### config.mk
export PLATFORM = sky130hd
export DESIGN_NAME = av_bridging_port
export DESIGN_NICKNAME = d
export VERILOG_FILES = /design/src/av_bridging_port.v /design/src/av_byte_fifo.v
export VERILOG_INCLUDE_DIRS = /design/src
export SDC_FILE = /design/constraint.sdc
export NUM_CORES = 1
export LEC_CHECK = 0
export BUFFER_PORTS_ARGS = -buffer_cell sky130_fd_sc_hd__buf_2
export CORE_MARGIN = 3
export CORE_UTILIZATION = 45
export DETAILED_ROUTE_END_ITERATION = 6
export PLACE_DENSITY = 0.69
export SYNTH_ARGS = -nofsm -noshare
export SYNTH_HDL_FRONTEND = slang
export SYNTH_SLANG_ARGS = --single-unit
### constraint.sdc
create_clock -name clk_sys_in -period 4.6 [get_ports clk_sys_in]
set_clock_uncertainty 0.1 [all_clocks]
set_input_delay 0.23 -clock clk_sys_in [delete_from_list [all_inputs] [get_ports clk_sys_in]]
set_output_delay 0.23 -clock clk_sys_in [all_outputs]
set_load 0.005 [all_outputs]
### src/av_bridging_port_regs.vh
// constants for the av_bridging byte stream port: rates, fifo shape, states.
// assumes a 200 MHz system clock; all stream rates are enables made from it.
`ifndef AV_BRIDGING_PORT_REGS_VH
`define AV_BRIDGING_PORT_REGS_VH

// clock rates in MHz, as printed
`define CLK_SYS_MHZ        200
`define STREAM_1G_MHZ      125
`define STREAM_100M_MHZ    25

// phase accumulator width for the stream clock enable
`define ACC_W              8

// data fifo between the stream and the mac: {user, last, byte}
`define FIFO_DEPTH         8
`define FIFO_WIDTH         10
`define BYTE_W             8

// transmit states
`define TX_IDLE            2'h0
`define TX_WAIT_START      2'h1
`define TX_SEND            2'h2
`define TX_DRAIN           2'h3

// time slot scheduler: cycles of the whole slot period and of the reserved part
`define SLOT_PERIOD        16'h0400
`define SLOT_RESERVED      16'h0100

`endif

### src/av_bridging_port.v
// av_bridging byte stream port: non-throttled byte-wide transmit and receive
// streams between external packetising logic and the mac core.
// assumes mac signals are synchronous to clk_sys_in and mac byte strobes
// follow byte_ce_out; external logic never stalls either stream.
// Overview of operation
// [RULE1] stream clock enable runs at 125 MHz for 1G, 25 MHz for 100M
// [RULE2] byte enable high every stream cycle at 1G, every other at 100M
// [RULE3] transmit ready is the mac byte enable during a transfer
// [RULE4] transmit ready goes high whenever a new frame can start
// [RULE5] external logic raises valid with the first byte together
// [RULE6] external logic gives a fresh byte on every ready cycle
// [RULE7] external logic never pauses a transmit frame once started
// [RULE8] after first byte ready stays low until the mac starts sending
// [RULE9] external logic marks last for one ready cycle on the final byte
// [RULE10] valid drops with last unless another frame follows back to back
// [RULE11] transmit user flag is carried but aborts nothing
// [RULE12] both data paths are one byte wide with no strobes
// [RULE13] receive valid follows the receive byte enable like transmit
// [RULE14] received bridging frame gives a new byte on every valid cycle
// [RULE15] receiver takes every valid byte and is always ready
// [RULE16] valid stays low after the second-to-last byte until good or bad
// [RULE17] on good or bad the final byte goes out with last high
// [RULE18] receive user is high for a bad frame, low for good
// [RULE19] every filtered frame is forwarded, good or bad alike
// [RULE20] bridging and ordinary frames are muxed by priority and time slot
// [RULE21] receive last and user stay low outside the final-byte cycle
`include "av_bridging_port_regs.vh"

module av_bridging_port #(
    parameter SPEED_SEL_RESET = 1'b1  // unused; speed_1g_in alone selects 1G or 100M
) (
    input  wire       clk_sys_in,          // 200 MHz system clock
    input  wire       rst_n_in,            // async reset, active low
    input  wire       speed_1g_in,         // 1 = 1 Gb/s, 0 = 100 Mb/s
    output reg        stream_ce_out,       // stream clock enable pulse
    output reg        byte_ce_out,         // mac byte enable pulse
    // bridging transmit stream
    input  wire [7:0] av_tx_tdata_in,      // transmit byte
    input  wire       av_tx_tvalid_in,     // transmit valid
    input  wire       av_tx_tlast_in,      // final byte
    input  wire       av_tx_tuser_in,      // frame error flag
    output reg        av_tx_tready_out,    // byte strobe / ready
    // ordinary transmit stream, same signalling
    input  wire [7:0] lg_tx_tdata_in,      // transmit byte
    input  wire       lg_tx_tvalid_in,     // transmit valid
    input  wire       lg_tx_tlast_in,      // final byte
    output reg        lg_tx_tready_out,    // byte strobe / ready
    // toward the mac transmitter
    output reg  [7:0] mac_tx_data_out,     // byte to mac
    output reg        mac_tx_valid_out,    // byte present
    output reg        mac_tx_last_out,     // final byte
    output reg        mac_tx_user_out,     // error flag, unconnected in mac
    input  wire       mac_tx_ack_in,       // mac took first byte, started
    // from the mac receiver, already address filtered
    input  wire [7:0] mac_rx_data_in,      // received byte
    input  wire       mac_rx_valid_in,     // byte strobe from mac
    input  wire       mac_rx_good_in,      // frame good pulse
    input  wire       mac_rx_bad_in,       // frame bad pulse
    input  wire       mac_rx_bridging_in,  // frame is a bridging frame
    // bridging receive stream
    output reg  [7:0] av_rx_tdata_out,     // received byte
    output reg        av_rx_tvalid_out,    // byte strobe
    output reg        av_rx_tlast_out,     // final byte
    output reg        av_rx_tuser_out,     // bad frame flag
    // ordinary receive stream
    output reg  [7:0] lg_rx_tdata_out,     // received byte
    output reg        lg_rx_tvalid_out,    // byte strobe
    output reg        lg_rx_tlast_out,     // final byte
    output reg        lg_rx_tuser_out      // bad frame flag
);
    localparam [`ACC_W-1:0] MOD     = `CLK_SYS_MHZ;
    localparam [`ACC_W-1:0] STEP_1G = `STREAM_1G_MHZ;
    localparam [`ACC_W-1:0] STEP_FE = `STREAM_100M_MHZ;

    reg  [`ACC_W-1:0] acc;
    reg  [`ACC_W-1:0] next_acc;
    reg               next_stream_ce;
    reg               next_byte_ce;
    reg               half;
    reg  [1:0]        tx_state;
    reg  [1:0]        next_tx_state;
    reg               owner_av;
    reg               next_owner_av;
    reg               mac_started;
    reg  [15:0]       slot_cnt;
    reg               next_av_ready;
    reg               next_lg_ready;
    reg  [7:0]        hold_data;
    reg               hold_valid;
    reg               rx_frame_av;

    wire [`ACC_W:0]   acc_sum;
    wire              av_push;
    wire              lg_push;
    wire              push;
    wire [`FIFO_WIDTH-1:0] push_word;
    wire              fifo_wr_ready;
    wire              fifo_rd_valid;
    wire [`FIFO_WIDTH-1:0] fifo_rd_data;
    wire              mac_pop;
    wire              load_out;
    wire              slot_reserved;
    wire              rx_end;
    wire              rx_bad;

    // phase accumulator: adds the stream rate, wraps at the system rate
    assign acc_sum = {1'b0, acc} + {1'b0, (speed_1g_in ? STEP_1G : STEP_FE)};

    always @* begin
        next_stream_ce = (acc_sum >= {1'b0, MOD});                      // RULE1
        next_acc       = next_stream_ce ? acc_sum[`ACC_W-1:0] - MOD : acc_sum[`ACC_W-1:0];
        next_byte_ce   = next_stream_ce & (speed_1g_in | half);         // RULE2
    end

    // enables are registered so outputs and internal users see the same pulse
    always @(posedge clk_sys_in or negedge rst_n_in) begin
        if (!rst_n_in) begin
            acc           <= {`ACC_W{1'b0}};
            stream_ce_out <= 1'b0;
            byte_ce_out   <= 1'b0;
            half          <= 1'b0;
        end else begin
            acc           <= next_acc;
            stream_ce_out <= next_stream_ce;
            byte_ce_out   <= next_byte_ce;
            if (next_stream_ce) begin
                half <= ~half;
            end
        end
    end

    // time slot: the first part of each period is reserved for bridging starts
    assign slot_reserved = (slot_cnt < `SLOT_RESERVED);

    always @(posedge clk_sys_in or negedge rst_n_in) begin
        if (!rst_n_in) begin
            slot_cnt <= 16'h0000;
        end else begin
            slot_cnt <= (slot_cnt == `SLOT_PERIOD - 16'h0001) ? 16'h0000 : slot_cnt + 16'h0001;
        end
    end

    // only the owning stream may push; readies are exclusive by construction
    assign av_push   = av_tx_tvalid_in & av_tx_tready_out;
    assign lg_push   = lg_tx_tvalid_in & lg_tx_tready_out;
    assign push      = av_push | lg_push;
    assign push_word = av_push ? {av_tx_tuser_in, av_tx_tlast_in, av_tx_tdata_in}   // RULE12
                               : {1'b0, lg_tx_tlast_in, lg_tx_tdata_in};

    // transmit sequencing and the ready strobes for the next cycle
    always @* begin
        next_tx_state = tx_state;
        next_owner_av = owner_av;
        next_av_ready = 1'b0;
        next_lg_ready = 1'b0;
        case (tx_state)
            `TX_IDLE: begin
                if (push) begin
                    next_owner_av = av_push;                           // RULE20
                    next_tx_state = push_word[8] ? `TX_DRAIN : `TX_WAIT_START;
                end
            end
            `TX_WAIT_START: begin
                if (mac_tx_ack_in) begin                                // RULE8
                    next_tx_state = `TX_SEND;
                end
            end
            `TX_SEND: begin
                if (push && push_word[8]) begin
                    next_tx_state = `TX_DRAIN;
                end
            end
            `TX_DRAIN: begin
                if (mac_pop && mac_tx_last_out) begin
                    next_tx_state = `TX_IDLE;
                end
            end
            default: begin
                next_tx_state = `TX_IDLE;
            end
        endcase
        // a new frame is offered on every byte enable while idle
        if (next_tx_state == `TX_IDLE && next_byte_ce && fifo_wr_ready) begin
            if (slot_reserved || av_tx_tvalid_in) begin
                next_av_ready = 1'b1;                                   // RULE4
            end else begin
                next_lg_ready = 1'b1;                                   // RULE20
            end
        end
        // mid-frame the ready is the mac byte enable itself
        if (next_tx_state == `TX_SEND && next_byte_ce && fifo_wr_ready) begin
            next_av_ready = next_owner_av;                              // RULE3
            next_lg_ready = ~next_owner_av;
        end
    end

    always @(posedge clk_sys_in or negedge rst_n_in) begin
        if (!rst_n_in) begin
            tx_state         <= `TX_IDLE;
            owner_av         <= 1'b0;
            av_tx_tready_out <= 1'b0;
            lg_tx_tready_out <= 1'b0;
        end else begin
            tx_state         <= next_tx_state;
            owner_av         <= next_owner_av;
            av_tx_tready_out <= next_av_ready;
            lg_tx_tready_out <= next_lg_ready;
        end
    end

    // the fifo absorbs the wait for the mac start; a full fifo drops ready
    av_byte_fifo #(
        .WIDTH (`FIFO_WIDTH),
        .DEPTH (`FIFO_DEPTH),
        .AW    (3)
    ) u_tx_fifo (
        .clk_sys_in   (clk_sys_in),
        .rst_n_in     (rst_n_in),
        .wr_valid_in  (push),
        .wr_ready_out (fifo_wr_ready),
        .wr_data_in   (push_word),
        .rd_valid_out (fifo_rd_valid),
        .rd_ready_in  (load_out),
        .rd_data_out  (fifo_rd_data)
    );

    // mac takes the first byte by its ack, later bytes on each byte enable
    assign mac_pop  = mac_tx_valid_out & (mac_tx_ack_in | (mac_started & byte_ce_out));
    assign load_out = fifo_rd_valid & (~mac_tx_valid_out | mac_pop);

    // output stage to the mac; the user flag is passed on but aborts nothing
    always @(posedge clk_sys_in or negedge rst_n_in) begin
        if (!rst_n_in) begin
            mac_tx_data_out  <= 8'h00;
            mac_tx_valid_out <= 1'b0;
            mac_tx_last_out  <= 1'b0;
            mac_tx_user_out  <= 1'b0;
            mac_started      <= 1'b0;
        end else begin
            if (load_out) begin
                mac_tx_data_out  <= fifo_rd_data[7:0];
                mac_tx_last_out  <= fifo_rd_data[8];
                mac_tx_user_out  <= fifo_rd_data[9];                    // RULE11
                mac_tx_valid_out <= 1'b1;
            end else if (mac_pop) begin
                mac_tx_valid_out <= 1'b0;
            end
            if (mac_pop && mac_tx_last_out) begin
                mac_started <= 1'b0;
            end else if (mac_tx_ack_in) begin
                mac_started <= 1'b1;
            end
        end
    end

    // receive: one byte is held back so the final byte waits for good or bad
    assign rx_end = mac_rx_good_in | mac_rx_bad_in;
    assign rx_bad = mac_rx_bad_in;

    always @(posedge clk_sys_in or negedge rst_n_in) begin
        if (!rst_n_in) begin
            hold_data        <= 8'h00;
            hold_valid       <= 1'b0;
            rx_frame_av      <= 1'b0;
            av_rx_tdata_out  <= 8'h00;
            av_rx_tvalid_out <= 1'b0;
            av_rx_tlast_out  <= 1'b0;
            av_rx_tuser_out  <= 1'b0;
            lg_rx_tdata_out  <= 8'h00;
            lg_rx_tvalid_out <= 1'b0;
            lg_rx_tlast_out  <= 1'b0;
            lg_rx_tuser_out  <= 1'b0;
        end else begin
            // strobes, last and user default low each cycle
            av_rx_tvalid_out <= 1'b0;
            av_rx_tlast_out  <= 1'b0;                                   // RULE21
            av_rx_tuser_out  <= 1'b0;                                   // RULE21
            lg_rx_tvalid_out <= 1'b0;
            lg_rx_tlast_out  <= 1'b0;
            lg_rx_tuser_out  <= 1'b0;
            if (mac_rx_valid_in) begin
                hold_data  <= mac_rx_data_in;
                hold_valid <= 1'b1;
                if (!hold_valid) begin
                    rx_frame_av <= mac_rx_bridging_in;
                end
            end
            // the held byte leaves when the next one arrives, so valid follows
            // the mac byte enable and goes quiet after the second-to-last byte
            if (mac_rx_valid_in && hold_valid && !rx_end) begin
                if (rx_frame_av) begin
                    av_rx_tdata_out  <= hold_data;                      // RULE14
                    av_rx_tvalid_out <= 1'b1;                           // RULE13
                end else begin
                    lg_rx_tdata_out  <= hold_data;
                    lg_rx_tvalid_out <= 1'b1;                           // RULE20
                end
            end
            // good or bad releases the final byte; bad frames still pass
            if (rx_end && hold_valid) begin                             // RULE16
                hold_valid <= 1'b0;
                if (rx_frame_av) begin
                    av_rx_tdata_out  <= hold_data;
                    av_rx_tvalid_out <= 1'b1;                           // RULE17
                    av_rx_tlast_out  <= 1'b1;                           // RULE19
                    av_rx_tuser_out  <= rx_bad;                         // RULE18
                end else begin
                    lg_rx_tdata_out  <= hold_data;
                    lg_rx_tvalid_out <= 1'b1;
                    lg_rx_tlast_out  <= 1'b1;
                    lg_rx_tuser_out  <= rx_bad;
                end
            end
        end
    end
endmodule // av_bridging_port

### src/av_byte_fifo.v
// synchronous fifo with valid/ready on both sides, honest full and empty.
// assumes one clock and an active-low asynchronous reset.
module av_byte_fifo #(
    parameter WIDTH = 10,
    parameter DEPTH = 8,
    parameter AW    = 3
) (
    input  wire             clk_sys_in,   // system clock
    input  wire             rst_n_in,     // async reset, active low
    input  wire             wr_valid_in,  // write request
    output wire             wr_ready_out, // room for a word
    input  wire [WIDTH-1:0] wr_data_in,   // word written
    output wire             rd_valid_out, // a word is waiting
    input  wire             rd_ready_in,  // reader takes the word
    output wire [WIDTH-1:0] rd_data_out   // oldest word
);
    reg [WIDTH-1:0] mem [0:DEPTH-1];
    reg [AW-1:0]    wr_ptr;
    reg [AW-1:0]    rd_ptr;
    reg [AW:0]      count;
    wire            do_wr;
    wire            do_rd;

    // full and empty come straight from the occupancy count
    assign wr_ready_out = (count != DEPTH[AW:0]);
    assign rd_valid_out = (count != {(AW+1){1'b0}});
    assign rd_data_out  = mem[rd_ptr];
    assign do_wr        = wr_valid_in & wr_ready_out;
    assign do_rd        = rd_valid_out & rd_ready_in;

    // storage has no reset; only the pointers and the count need a defined start
    always @(posedge clk_sys_in) begin
        if (do_wr) begin
            mem[wr_ptr] <= wr_data_in;
        end
    end

    // pointers wrap at depth, count tracks occupancy
    always @(posedge clk_sys_in or negedge rst_n_in) begin
        if (!rst_n_in) begin
            wr_ptr <= {AW{1'b0}};
            rd_ptr <= {AW{1'b0}};
            count  <= {(AW+1){1'b0}};
        end else begin
            if (do_wr) begin
                wr_ptr <= (wr_ptr == DEPTH[AW-1:0] - 1'b1) ? {AW{1'b0}} : wr_ptr + 1'b1;
            end
            if (do_rd) begin
                rd_ptr <= (rd_ptr == DEPTH[AW-1:0] - 1'b1) ? {AW{1'b0}} : rd_ptr + 1'b1;
            end
            if (do_wr && !do_rd) begin
                count <= count + 1'b1;
            end else if (do_rd && !do_wr) begin
                count <= count - 1'b1;
            end
        end
    end
endmodule // av_byte_fifo

==> summary.md, run 1 <==
| Metric | Value |
|---|---|
| First-pass GRT wire length | `21,600 um` |
| CTS sink cnt | `166` |
| Routed len/inst | `17.6 um` |
| Fmax | `333 MHz` |
| Lkg Pwr | `3.45 nW` |
| Worst path depth | `11` |
| Core Area | `14,800 um^2` |
| # port buffers | `73` |
| Final wirelength | `13,600 um` |
| Net Sw Power | `1.54 mW` |
| Sequential fraction of design power | `0.426` |
| Share of cells above drive strength 1 | `0.288` |
| Worst skew pair latency | `0.42 ns` |
| Final instance area | `8260 um^2` |
| CP endpoint kind | `register` |
| Final hold viol count | `0` |
| DP Area | `7530 um^2` |
| Die width | `130 um` |
| Register bit total from synthesis | `166` |
| Synth Area in Adders | `0.0281` |
| Post-CTS Setup Inserts | `0` |
| Max-Slew Margin vs Limit | `0.261` |
| Die Ht | `130 um` |
| Main synth FF type | `dfrtp_1` |
| Peak VDD IR | `0.334 mV` |
| Top cells by count, synth | `dfrtp_1 (86), edfxtp_1 (80), nand2_1 (44)` |
| Hold path cells | `3` |
| Max stage delay on crit path | `0.77 ns` |
| Largest family of logic cells by synthesized area | `multiplexers` |
| Final hold slack | `0.0233 ns` |
| Asr flop ratio synth | `0.518` |
| Pre-Repair DR Iteration Count | `4` |
| Max Slew Vio Count | `0` |
| Unrepaired setup endpoints after global routing | `no` |
| CP cell instances | `nor4_1 > a21oi_2 > inv_1 > ha_1 > inv_1 > ha_1 > a21o_1 > a21oi_1 > xnor2_1 > nor2_1 > xor2_1` |
| Cell total after placement | `727` |
| PostCTS Resize Cnt | `0` |
| Mean area per synthesized cell | `14.6 um^2` |
| Final Util | `0.558` |
| Sequential area share after synthesis | `0.656` |
| H-tree Lvls | `4` |
| CTS tree | `built` |
| Count leader, synth | `dfrtp_1` |
| R2R depth | `11` |
| P_int | `3.41 mW` |
| Via density | `5.34` |
| Tmin final | `3.01 ns` |
| Top cell type's share of synthesized area | `0.346` |
| Compound-gate portion of the synthesized area | `0.0430` |
| Antenna diodes | `0` |
| Setup WS post-layout | `1.59 ns` |
| DR vias | `4,111` |
| Crit path max fanout | `24` |
| Area growth, synth to finish | `18.9%` |
| P per Cell Area | `599 nW/um^2` |
| Required @ worst endpoint | `4.80 ns` |
| Layout Nets | `626` |
| I/O pins | `74` |
| CTS root buf | `clkbuf_16` |
| Final Power | `4.95 mW` |
| Cell family with most CP delay | `compound AO/OA/AOI/OAI gates` |
| Switching part of the total | `0.310` |
| Final setup violation count | `0` |
| Layout Cells excl Fill | `770` |
| Grt ovf | `0` |
| Synth top area cells | `edfxtp_1 (35%), dfrtp_1 (31%), mux4_2 (6.5%)` |
| Combinational Power Share | `0.283` |
| Antenna violations before repair | `0` |
| Status | `complete, no violations` |
| Full die area | `17,000 um^2` |
| GP Congestion | `0.803` |
| Final cycle utilization of the critical path | `0.653` |
| Worst Tran Pin Value | `1.10 ns` |
| Critical path class | `register to register` |
| YS warnings | `0` |
| Library cells used by synthesis | `47` |
| Iter 0 DRT Violations | `326` |
| Post-Syn Area | `6950 um^2` |
| Max cap viols | `0` |
| CTS Buf Count | `17` |
| Post-route DRC | `0` |
| Setup TNS | `0 ns` |
| Simple logic cell fraction of the synthesized area | `0.0919` |
| Initial Util | `0.469` |
| Startpoint Class | `register` |
| Synth Area in XOR/XNOR | `0.0303` |
| WP data arrival | `3.20 ns` |
| CTS clk-pin slew, worst paths | `0.06 ns` |
| Synth Instances | `477` |
| Slowest library cell on the worst path | `a21oi_2` |
| Detailed placement HPWL | `8970 um` |
| Rows | `44` |
| Largest net degree at the start of global routing | `48` |
| Mux cell area share after synthesis | `0.137` |
| Synthesized Nets | `529` |
| CP bufs+invs | `2` |
| Pre-CTS WS | `1.57 ns` |
| Post-route antenna net violation count | `0` |
| Clock power share | `0.291` |
| Cell taking the most area after synthesis | `edfxtp_1` |
| Number of synthesized flops with an enable pin | `80` |
| CTS max path bufs | `2` |
| Hold Crit Class | `primary input to register` |
| Vias in the first global route | `4,244` |
| All-Layer GR Usage | `0.170` |
[layer usage]
metal  track usage  share of wire  vias to the layer above
li1              -              -                     1946
met3        0.0524          0.044                       10
met2         0.283           0.52                       84
met5             0              0                        -
met4        0.0483         0.0098                        0
met1         0.215           0.43                     2071
[cells by family (layout without fill, tap and decap cells)]
logic type	Yosys count	in the layout
DFF	166	166
and+or+nand+nor	136	136
muxes	66	66
AOI/OAI and AO/OA	46	46
xor gates and xnor gates	24	24
buffers and inverters	24	133
adders and majority gates	15	15
[repair_timing]
action,in CTS,in global routing
setup endpoints to repair,0,0
hold endpoints to repair,51,0
hold buffers,12,0
[cell type report]
class	instances	area (um^2)
Fill cell	1193	6550
Sequential cell	166	4550
Multi-Input combinational cell	287	2300
Timing Repair Buffer	91	533
Clock buffer	17	425
Tap cell	184	230
Clock inverter	14	176
Inverter	11	41.3
[sequential cells by signal, summed over array words and instances (netlist names), 2 cells and up, named ones only]
name	cells
slot_cnt	16
u_tx_fifo.count	4
tx_state	2
u_tx_fifo.mem	80
u_tx_fifo.rd_ptr	3
hold_data	8
u_tx_fifo.wr_ptr	3
acc	8
mac_tx_data_out	8
[path summary, 6_finish.rpt]
| check | start | to | slack [ns] |
|---|---|---|---|
| max in group asynchronous | rst_n_in | hold_data[5] | 3.14 |
| worst min register to register | owner_av | owner_av | 0.37 |
| worst min-delay path | mac_tx_ack_in | mac_started | 0.02 |
| min in group asynchronous | rst_n_in | mac_tx_data_out[1] | 0.24 |
| worst max register to register | u_tx_fifo.count[0] | u_tx_fifo.count[3] | 1.59 |
| worst max-delay path | u_tx_fifo.count[0] | u_tx_fifo.count[3] | 1.59 |
[worst register-to-register path: stages (launching register included)]
cell	delay (ns)
dfrtp_1	0.44
nor4_1	0.11
a21oi_2	0.77
inv_1	0.12
ha_1	0.27
inv_1	0.13
ha_1	0.25
a21o_1	0.17
a21oi_1	0.17
xnor2_1	0.14
nor2_1	0.07
xor2_1	0.14
[power by group through the flow]
| stage | sequential (mW) | combinational, mW | clock, mW |
|---|---|---|---|
| finish | 2.11 | 1.40 | 1.44 |
| global route | 2.15 | 1.56 | 1.55 |
| CTS | 2.11 | 1.41 | 1.47 |
| detailed placement | 2.14 | 1.40 | 0 |
| global placement | 2.13 | 1.34 | 0 |
| floorplan | 2.01 | 1.11 | 0 |
[layout by cell type (no fill, tap or decap), types with 6 or more instances in the layout]
cell,count
nor2_1,42
dlygate4sd3_1,12
a21oi_1,16
buf_4,7
nand3_1,10
dfrtp_1,86
mux2_2,31
xnor2_1,12
clkbuf_16,17
and3_1,8
buf_2,72
nand2b_1,6
nor3_1,6
inv_1,10
ha_1,14
edfxtp_1,80
mux2i_1,15
mux4_2,20
xor2_1,12
nand2_1,44
(Power assumes the default switching activity.)
==> run 2: changes to the inputs <==
Settings changed: ABC_AREA set to 1.
Clock period 4.6 ns to 2.8 ns, I/O delays scaled along.
==> summary.md, run 2 <==
| Metric | Value |
|---|---|
| Status | `complete, no violations` |
| Pre-CTS WS | `0.253 ns (-1.31 ns)` |
| Unrepaired setup endpoints after global routing | `no` |
| Fill cells | `1,311 (+9.9%)` |
| Post-Syn Area | `7210 um^2 (+3.8%)` |
| Core Area | `15,400 um^2 (+4.2%)` |
| Pre-Repair DR Iteration Count | `5 (+1)` |
| All-Layer GR Usage | `0.179 (+0.00902)` |
| Largest register FFs | `80 (unchanged)` |
| Share of cells above drive strength 1 | `0.197 (-0.0915)` |
| CP bufs+invs | `2 (unchanged)` |
| Synthesized Nets | `710 (+34%)` |
| Required @ worst endpoint | `3.00 ns (-1.80 ns)` |
| Layout Nets | `811 (+30%)` |
| Tmin final | `2.55 ns (-0.459 ns)` |
| CP cell instances | `nor3_1 > nand2_1 > nand2_1 > inv_1 > ha_1 > inv_1 > ha_1 > nand2_1 > nor2_1 > a211oi_1 > nand2_1 > nand2_1 > nor2_1 > xor2_1` |
| Final cycle utilization of the critical path | `0.910 (+0.256)` |
| Post-CTS Setup Inserts | `0 (unchanged)` |
| P per Cell Area | `1030 nW/um^2 (+72%)` |
| Top cells by count, synth | `nand2_1 (109), dfrtp_1 (86), nor2_1 (81)` |
| Fmax | `393 MHz (+18%)` |
| Final setup violation count | `0 (unchanged)` |
| CTS root buf | `clkbuf_16` |
| Library cells used by synthesis | `44 (-6.4%)` |
| GP Congestion | `0.783 (-2.4%)` |
| Max stage delay on crit path | `0.43 ns (-0.34 ns)` |
| Hold Crit Class | `primary input to register` |
| Register bit total from synthesis | `166 (unchanged)` |
| Post-route antenna net violation count | `0 (unchanged)` |
| Max cap viols | `0 (unchanged)` |
| Via density | `5.13 (-3.9%)` |
| Grt ovf | `0 (unchanged)` |
| PostCTS Resize Cnt | `0 (unchanged)` |
| Number of synthesized flops with an enable pin | `80 (unchanged)` |
| Post-route DRC | `0 (unchanged)` |
| Cell family with most CP delay | `simple AND/OR/NAND/NOR gates` |
| CP endpoint kind | `register` |
| Synth top area cells | `edfxtp_1 (33%), dfrtp_1 (30%), nand2_1 (5.7%)` |
| H-tree Lvls | `4 (unchanged)` |
| FF+latch area | `4550 um^2 (unchanged)` |
| Count leader, synth | `nand2_1` |
| Hold-fix buffers at CTS | `17 (+5)` |
| YS warnings | `0 (unchanged)` |
| # port buffers | `73 (unchanged)` |
| Mean area per synthesized cell | `11.0 um^2 (-25%)` |
| CTS sink cnt | `166 (unchanged)` |
| Peak VDD IR | `0.455 mV (+36%)` |
| Die Ht | `133 um (+1.8%)` |
| Critical path class | `register to register` |
| Slowest library cell on the worst path | `dfrtp_1` |
| Initial Util | `0.467 (-0.00176)` |
| Lkg Pwr | `3.84 nW (+11%)` |
| Final hold viol count | `0 (unchanged)` |
| DR vias | `5,046 (+23%)` |
| Largest net degree at the start of global routing | `87 (+81%)` |
| Startpoint Class | `register` |
| Cell taking the most area after synthesis | `edfxtp_1` |
| Setup WS post-layout | `0.253 ns (-1.34 ns)` |
| Rows | `45 (+2.3%)` |
| Setup TNS | `0 ns (unchanged)` |
| Detailed placement HPWL | `9880 um (+10%)` |
| CTS Buf Count | `17 (unchanged)` |
| Top cell type's share of synthesized area | `0.333 (-0.0126)` |
| Worst skew pair latency | `0.42 ns (about the same)` |
| First-pass GRT wire length | `25,000 um (+16%)` |
| Max-Slew Margin vs Limit | `0.286 (+0.0248)` |
| CTS tree | `built` |
| Antenna violations before repair | `1 (+1)` |
| Sequential area share after synthesis | `0.632 (-0.0239)` |
| Regs by FF count | `u_tx_fifo.mem (80), slot_cnt (16)` |
| Full die area | `17,600 um^2 (+3.6%)` |
| Worst Tran Pin Value | `1.07 ns (-0.0331 ns)` |
| Final wirelength | `15,000 um (+10%)` |
| Asr flop ratio synth | `0.518 (unchanged)` |
| Max Slew Vio Count | `0 (unchanged)` |
| Area growth, synth to finish | `20.5%` |
| Most Frequent Cell on Critical Path | `nand2_1` |
| Routed len/inst | `15.2 um (-14%)` |
| Most common cell after layout, fill and taps aside | `nand2_1` |
| Main synth FF type | `dfrtp_1` |
| Most frequent cells in the layout | `nand2_1 (109), dfrtp_1 (86), nor2_1 (81)` |
| CTS clk-pin slew, worst paths | `0.07 ns (about the same)` |
| CTS max path bufs | `2 (unchanged)` |
| Iter 0 DRT Violations | `309 (-5.2%)` |
| Vias in the first global route | `5,046 (+19%)` |
| I/O pins | `74 (unchanged)` |
| Crit path max fanout | `5 (-79%)` |
| Multi-input gate area | `2300 um^2 (unchanged)` |
| Largest register by flop count | `u_tx_fifo.mem` |
| Synth Instances | `658 (+38%)` |
| Die width | `133 um (+1.8%)` |
| Antenna diodes | `0 (unchanged)` |
| WP data arrival | `2.75 ns (-0.45 ns)` |
[run 2: cell types whose count changed after synthesis, sizes merged, moves of 8 or more]
| cell | change |
|---|---|
| nor2 | +45 |
| xnor2 | -8 |
| a21oi | -11 |
| mux4 | -20 |
| mux2 | -23 |
| o21ai | +53 |
| and3 | -8 |
| nand2 | +73 |
| o32ai | +10 |
| o221ai | +10 |
| nand3 | +13 |
| inv | +58 |
[run 2: area by class of cell]
class                           count  area share
Sequential cell                   166       0.524
Tap cell                          211      0.0304
Clock inverter                     13      0.0281
Multi-Input combinational cell    402       0.264
Clock buffer                       19      0.0498
Inverter                           68      0.0294
Timing Repair Buffer              104      0.0740
[run 2: cell families (layout without fill, tap and decap cells)]
family / after synthesis / count (layout) / synth area share
xor gates and xnor gates: 16 / 16 / 0.0205
adders and majority gates: 15 / 15 / 0.0271
buffers and inverters: 90 / 204 / 0.0498
AOI/OAI and AO/OA: 100 / 100 / 0.0869
DFF: 166 / 166 / 0.632
muxes: 19 / 19 / 0.0278
and+or+nand+nor: 252 / 252 / 0.156
[run 2: routing by layer]
| layer | wire length, um | GRT usage |
|---|---|---|
| met5 | 12 | 0 |
| met4 | 289 | 0.0606 |
| met3 | 758 | 0.0490 |
| met2 | 7770 | 0.312 |
| met1 | 6150 | 0.214 |
[run 2: worst paths after layout]
check / depth (start not counted) / to / slack (ns) / from
max: 14 / u_tx_fifo.count[3] / 0.25 / u_tx_fifo.count[0]
min: 3 / hold_data[5] / 0.01 / mac_rx_valid_in
max reg2reg: 14 / u_tx_fifo.count[3] / 0.25 / u_tx_fifo.count[0]
min reg2reg: 1 / half / 0.36 / half
max in group asynchronous: 2 / acc[7] / 1.56 / rst_n_in
min in group asynchronous: 2 / hold_valid / 0.37 / rst_n_in
[run 2: power by group]
part	switching (mW)	internal, mW	leakage [nW]
registers	0.333	3.09	1.79
clock network	0.948	1.69	0.322
logic	1.79	1.11	1.72
[run 2: worst reg2reg max path: stages (launching register included)]
cell and delay (ns):
dfrtp_1 0.43, nor3_1 0.21, nand2_1 0.13, nand2_1 0.11
inv_1 0.09, ha_1 0.22, inv_1 0.12, ha_1 0.28
nand2_1 0.10, nor2_1 0.04, a211oi_1 0.26, nand2_1 0.09
nand2_1 0.07, nor2_1 0.04, xor2_1 0.13
[run 2: through the flow]
step	hold WS (ns)	util	power, mW	cells	instance area [um^2]
after floorplan	-0.256	-	5.50	658	7210
after global placement	0.244	0.508	6.22	934	7840
after detailed placement	0.254	0.508	6.37	934	7840
after CTS	0.00612	0.563	9.05	983	8690
after global routing	0.0252	0.563	9.58	983	8690
final	0.0108	0.563	8.97	983	8690
